<file path="src/dram_bank_cfg_pkg.sv">
package dram_bank_cfg_pkg;

    // Port addresses of the indexed configuration pair.
    localparam logic [15:0] INDEX_PORT   = 16'h0022;
    localparam logic [15:0] DATA_PORT    = 16'h0023;

    // Indexes of the bank setup registers.
    localparam logic [7:0]  IDX_BANK0    = 8'h00;
    localparam logic [7:0]  IDX_BANK1    = 8'h01;
    localparam logic [7:0]  IDX_BANK2    = 8'h02;
    localparam int          NUM_BANKS    = 3;

    // Field positions inside a bank setup register.
    localparam int          BIT_ON       = 7;
    localparam int          BIT_RSVD     = 6;
    localparam int          BIT_PAGE     = 5;
    localparam int          BIT_UNEVEN   = 4;
    localparam int          BIT_BUS      = 3;
    localparam int          SIZE_HI      = 2;
    localparam int          SIZE_LO      = 0;

    // Reset values.
    localparam logic [7:0]  BANK_RESET   = 8'h00;
    localparam logic [7:0]  INDEX_RESET  = 8'h00;

    // Device size codes and the address bits of the smallest device.
    localparam logic [2:0]  SIZE_256K    = 3'h0;
    localparam logic [2:0]  SIZE_RSVD    = 3'h7;
    localparam logic [4:0]  BASE_ABITS   = 5'h12;

endpackage : dram_bank_cfg_pkg

</file>
<file path="src/dram_bank_config.sv">
`timescale 1ns/1ps
// Summary of operation
// - Bank one setup answers at index 01h.
// - Disabled bank never receives refresh cycles.
// - Bank two enable claims upper strobe pins.
// - Bus size bit selects 16 or 32 bits.
// - Wide bank zero/one claims upper strobe pins.
// - Bit five selects fast page or EDO.
// - Address-bit count follows each bank's size field.
// - Size codes 256K through 16M, 111 reserved.
module dram_bank_config #(
    parameter int NB = dram_bank_cfg_pkg::NUM_BANKS
) (
    input  wire logic           clk,
    input  wire logic           rst_n,
    input  wire logic [15:0]    io_addr,
    input  wire logic           io_write,
    input  wire logic           io_read,
    input  wire logic [7:0]     io_wdata,
    input  wire logic           refresh_global_on,
    output logic      [7:0]     io_rdata,
    output logic                io_claim,
    output logic      [NB-1:0]  bank_on,
    output logic      [NB-1:0]  bank_page_kind,
    output logic      [NB-1:0]  bank_uneven_addr,
    output logic      [NB-1:0]  bank_bus_size,
    output logic      [3*NB-1:0] bank_device_size,
    output logic      [5*NB-1:0] bank_addr_bits,
    output logic      [NB-1:0]  bank_size_valid,
    output logic      [NB-1:0]  bank_refresh_ok,
    output logic                upper_pins_on,
    output logic                key_matrix_row_lines_free
);

    logic [7:0]      index;
    logic [7:0]      setup [NB];
    logic [7:0]      next_index;
    logic [7:0]      next_setup [NB];
    logic [7:0]      next_rdata;
    logic            next_claim;
    logic [NB-1:0]   next_on;
    logic [NB-1:0]   next_page;
    logic [NB-1:0]   next_uneven;
    logic [NB-1:0]   next_bus;
    logic [3*NB-1:0] next_size;
    logic [5*NB-1:0] next_abits;
    logic [NB-1:0]   next_valid;
    logic [NB-1:0]   next_refresh;
    logic            next_upper;
    logic            idx_hit;

    always_comb begin
        idx_hit    = index < 8'(NB);
        next_index = index;
        next_rdata = 8'h00;
        next_claim = 1'b0;
        for (int b = 0; b < NB; b++) begin
            next_setup[b] = setup[b];
        end
        if (io_write && io_addr == dram_bank_cfg_pkg::INDEX_PORT) begin
            next_index = io_wdata;
        end
        if (io_write && io_addr == dram_bank_cfg_pkg::DATA_PORT
                && idx_hit) begin
            // The reserved bit is stored so read-modify-write keeps it.
            next_setup[index[1:0]] = io_wdata;
        end
        if (io_read && io_addr == dram_bank_cfg_pkg::INDEX_PORT) begin
            next_rdata = index;
            next_claim = 1'b1;
        end
        if (io_read && io_addr == dram_bank_cfg_pkg::DATA_PORT
                && idx_hit) begin
            next_rdata = setup[index[1:0]];
            next_claim = 1'b1;
        end
    end

    // Per-bank field decode from the next-state setup values, registered below.
    for (genvar g = 0; g < NB; g++) begin : g_bank
        logic [2:0] sz;
        assign sz = next_setup[g][dram_bank_cfg_pkg::SIZE_HI:
                                  dram_bank_cfg_pkg::SIZE_LO];
        always_comb begin
            next_on[g]     = next_setup[g][dram_bank_cfg_pkg::BIT_ON];
            next_page[g]   = next_setup[g][dram_bank_cfg_pkg::BIT_PAGE];
            next_uneven[g] = next_setup[g][dram_bank_cfg_pkg::BIT_UNEVEN];
            next_bus[g]    = next_setup[g][dram_bank_cfg_pkg::BIT_BUS];
            next_size[3*g +: 3] = sz;
            next_valid[g]  = sz != dram_bank_cfg_pkg::SIZE_RSVD;
            next_abits[5*g +: 5] = next_valid[g]
                ? 5'(dram_bank_cfg_pkg::BASE_ABITS + 5'(sz))
                : 5'h00;
            next_refresh[g] = next_on[g] && refresh_global_on;
        end
    end

    always_comb begin
        next_upper = next_on[2] || next_bus[0] || next_bus[1];
    end

    always_ff @(posedge clk) begin
        if (!rst_n) begin
            index            <= dram_bank_cfg_pkg::INDEX_RESET;
            for (int b = 0; b < NB; b++) begin
                setup[b]     <= dram_bank_cfg_pkg::BANK_RESET;
            end
            io_rdata         <= 8'h00;
            io_claim         <= 1'b0;
            bank_on          <= '0;
            bank_page_kind   <= '0;
            bank_uneven_addr <= '0;
            bank_bus_size    <= '0;
            bank_device_size <= '0;
            bank_addr_bits   <= '0;
            bank_size_valid  <= '0;
            bank_refresh_ok  <= '0;
            upper_pins_on    <= 1'b0;
            key_matrix_row_lines_free <= 1'b0;
        end else begin
            index            <= next_index;
            for (int b = 0; b < NB; b++) begin
                setup[b]     <= next_setup[b];
            end
            io_rdata         <= next_rdata;
            io_claim         <= next_claim;
            bank_on          <= next_on;
            bank_page_kind   <= next_page;
            bank_uneven_addr <= next_uneven;
            bank_bus_size    <= next_bus;
            bank_device_size <= next_size;
            bank_addr_bits   <= next_abits;
            bank_size_valid  <= next_valid;
            bank_refresh_ok  <= next_refresh;
            upper_pins_on    <= next_upper;
            key_matrix_row_lines_free <= !next_upper;
        end
    end
endmodule : dram_bank_config

</file>
<file path="config.mk">
export PLATFORM = sky130hd
export DESIGN_NAME = dram_bank_config
export DESIGN_NICKNAME = d
export VERILOG_FILES = /design/src/dram_bank_cfg_pkg.sv /design/src/dram_bank_config.sv
export SDC_FILE = /design/constraint.sdc
export NUM_CORES = 1
export LEC_CHECK = 0
export BUFFER_PORTS_ARGS = -buffer_cell sky130_fd_sc_hd__buf_2
export CORE_MARGIN = 2
export CORE_UTILIZATION = 46
export CTS_BUF_LIST = sky130_fd_sc_hd__clkbuf_16
export CTS_CLUSTER_SIZE = 24
export DETAILED_ROUTE_END_ITERATION = 6
export PLACE_DENSITY = 0.78
export SLEW_MARGIN = 10
export SYNTH_ARGS = -nofsm -noshare
export SYNTH_HDL_FRONTEND = slang
export SYNTH_SLANG_ARGS = --single-unit
</file>
<file path="constraint.sdc">
create_clock -name clk -period 2.5 [get_ports clk]
set_clock_uncertainty 0.05 [all_clocks]
set_input_delay 0.125 -clock clk [delete_from_list [all_inputs] [get_ports clk]]
set_output_delay 0.125 -clock clk [all_outputs]
set_load 0.01 [all_outputs]
</file>
==> impl_results.md <==
* Post-synth EDFFs at 0
* WL/cell at ~14 µm
* Final critical-path required period at approximately 2.3 ns
* CTS clk-pin slew, worst paths at 0.05 ns
* Count leader, synth: dfxtp_1
* Hold Crit Class: input pin to flop
* DR pass1 iterations at 4
* IO buf count at 81
* WS Path Type: flop to flop
* Register area at about 1300 µm²
* RR Startpoint: index[7]$_SDFFE_PN0P_
* H-Tree Level Count at 3
* DP Wirelength at 4862 µm
* Cell taking the most area after synthesis: dfxtp_1
* Placed cell area at between 3000 and 4000 µm²
* Post-synth ARST share at 0%
* Routed Antenna Nets at 0
* PD cells at ~670 nW/µm²
* Outcome: completed
* Net Count, Synth at 337
* Gp weighted congestion at between 0.8 and 0.9
* Main synth FF type: dfxtp_1
* Post-Synth XOR/XNOR Area at 0%
* Yosys reg bits at 66
* R2r setup slk at roughly 0.20 ns
* Mapped Cells at 305
* CTS Buf Count at 9
* Clock Sinks at 66
* Warnings, synthesis at 0
* Root buffer cell: clkbuf_16
* Startpoint Class: flop
* Cts repair resizes at 0
* Fill cell count at around 520
* Starting Density at between 40% and 50%
* Leak Pwr at 1.620 nW
* Fin cells at roughly 460
* Final wirelength at 6609 µm
* Vias in the first global route at about 2,200
* Setup crit end: bank_addr_bits[12]$_SDFF_PN0_
* Syn-to-layout area delta at 25.17%
* Final worst-path setup slack at approximately 0.2 ns
* Slew @ Worst Pin at around 0.57 ns
* DR vias/cell at slightly above 5
* Share of layout cells above drive strength 1 at between 30% and 40%
* CTS tree: yes
* Congestion Overflow GR at 0
* Maximum VDD drop at 0.0003771 V
* Row count at 28
* Critical Path AT at between 2 and 2.5 ns
* Ratio of final minimum period to clock period at just over 90%
* Post-synthesis compound-gate area fraction at about 6.8%
* Hold-fix buffer count after cts at 0
* Die Area at 6793 µm²
* Synth cell count leaders: 66 x dfxtp_1, 35 x nand2_1, 32 x mux2i_1
* Simple logic cell fraction of the synthesized area at roughly 24%
* Ant diodes at 0
* Final number of hold-violating endpoints at 0
* Max Slew Vio Count at 0
* Worst slack at placement at 0.02315 ns
* Largest net degree at the start of global routing at 38
* Max Fclk at between 0.4 and 0.5 GHz
* CP max FO at 6
* Die width at slightly above 80 µm
* Global-route wire length before repair at between 10,000 and 15,000 µm
* Cell area after layout at between 3000 and 4000 µm²
* Dominant combinational cell family by area after synthesis: simple AND/OR/NAND/NOR gates
* Synth area leaders: dfxtp_1 47%, mux2i_1 11%, buf_4 5.6%
* Initial antenna violation count at 0
* Nets at about 410
* Avg Inst Size Synth at approximately 9 µm²
* Detailed-route DRC error count at 0
* Synth Cell Area at around 2800 µm²
* Relative slew slack at between 60% and 70%
* Mux share of post-synthesis cell area at between 10% and 20%
* Total GRT Usage at between 20% and 30%
* Boundary Pins at a little over 80
* Setup TNS at 0 ns
* CP endpoint kind: flop
* Die height at between 80 and 90 µm
* Number of setup buffers added after CTS at 0
* Synth Area in Adders at under 10%
* Worst Setup SP: index[7]$_SDFFE_PN0P_
* Placed cells at 440
* Starting DRT DRC Count at 200
* Post-synthesis sequential area ratio at ~47%
* Max-cap violation count at 0
* Multi-input combinational cell area at roughly 1300 µm²
* Critical Path RT at 2.65 ns
* Final setup viols at 0
* Netlist cell types at 33
* Clk Latency, worst-skew pair at roughly 0.32 ns
* Core area at between 5000 and 6000 µm²
* Clock buffer depth at 2
* Vias at 2,333
* Top cell type's share of synthesized area at 46.70%
* Reg2reg end: bank_addr_bits[12]$_SDFF_PN0_
* Worst reg-to-reg path cell count at 8
## through the flow
| step | total power, mW | utilization (%) | hold slack [ns] |
|---|---|---|---|
| 2_1_floorplan | 1.126 | - | 0.2054 |
| 3_3_place_gp | 1.173 | 54.46 | 0.3557 |
| 3_5_place_dp | 1.176 | 54.46 | 0.3647 |
| 4_1_cts | 2.369 | 59.30 | 0.03036 |
| 5_1_grt | 2.425 | 59.81 | 0.06626 |
| 6_report | 2.356 | 59.81 | 0.02982 |
## kinds of logic after synthesis
family | Yosys count
flops | 66
compound gates | 33
fa+ha+maj | 3
mux | 35
buf+inv | 41
simple gates | 127
## state kept, by name, summed over array words and instances (netlist names), named ones only
| register | flops |
|---|---|
| key_matrix_row_lines_free | 1 |
| bank_refresh_ok | 3 |
| bank_on | 2 |
| bank_device_size | 8 |
| io_claim | 1 |
| bank_size_valid | 3 |
| upper_pins_on | 1 |
| setup | 8 |
| bank_page_kind | 2 |
| bank_bus_size | 2 |
| bank_uneven_addr | 2 |
| bank_addr_bits | 15 |
| index | 8 |
| io_rdata | 8 |
## per-layer routing
layer	vias to the layer above	global-route usage [%]	share of wire (%)
li1	1167	-	-
met2	77	32.66	48
met1	1073	25.31	44
met4	0	10.83	1.8
met5	-	0	0
met3	16	5.000	6.4
## worst min path at each step
stage	startpoint	endpoint	slack, ns	depth (start not counted)
6_report	refresh_global_on	bank_refresh_ok[2]$_SDFF_PN0_	0.03	3
5_1_grt	refresh_global_on	bank_refresh_ok[2]$_SDFF_PN0_	0.07	3
4_1_cts	refresh_global_on	bank_refresh_ok[2]$_SDFF_PN0_	0.03	3
3_5_place_dp	refresh_global_on	bank_refresh_ok[2]$_SDFF_PN0_	0.36	3
3_3_place_gp	io_wdata[4]	bank_uneven_addr[0]$_SDFFE_PN0P_	0.36	3
2_1_floorplan	io_wdata[3]	bank_bus_size[0]$_SDFF_PN0_	0.21	2
## layout by cell type (no fill, tap or decap), types with 2 or more instances in the layout
cell type / instances
clkinv_1: 2
mux2_2: 3
nor2b_1: 25
o21ai_0: 16
nor4_1: 5
nor4b_1: 2
mux2i_1: 30
nor4_4: 2
nand2_1: 35
nand3_1: 14
a21oi_1: 9
inv_1: 8
or4_4: 5
buf_4: 13
clkinvlp_4: 2
buf_2: 81
dfxtp_1: 66
nor2_1: 23
ha_1: 3
a31o_2: 4
clkbuf_16: 9
mux2i_2: 2
and2_1: 7
## worst max-delay path: stages (launching register included)
cell and delay [ns]:
dfxtp_1 0.35, nor4_4 0.30, nand2_1 0.17, or4_4 0.60, mux2i_2 0.25, inv_1 0.07
ha_1 0.29, nand2_1 0.06, nor2_1 0.04
## layout make-up
cell class	count	share of cell area, %
sequential	66	37.31
multi-input combinational	198	37.00
timing repair buffer	94	14.20
clock buffer	9	6.360
tap	75	2.650
clock inverter	7	1.731
inverter	7	0.7420
## report_power, final
group          internal, mW  switching, mW
Clock                 0.758          0.444
Sequential             1.06        0.00180
Combinational        0.0400         0.0507
(Power assumes the default switching activity.)
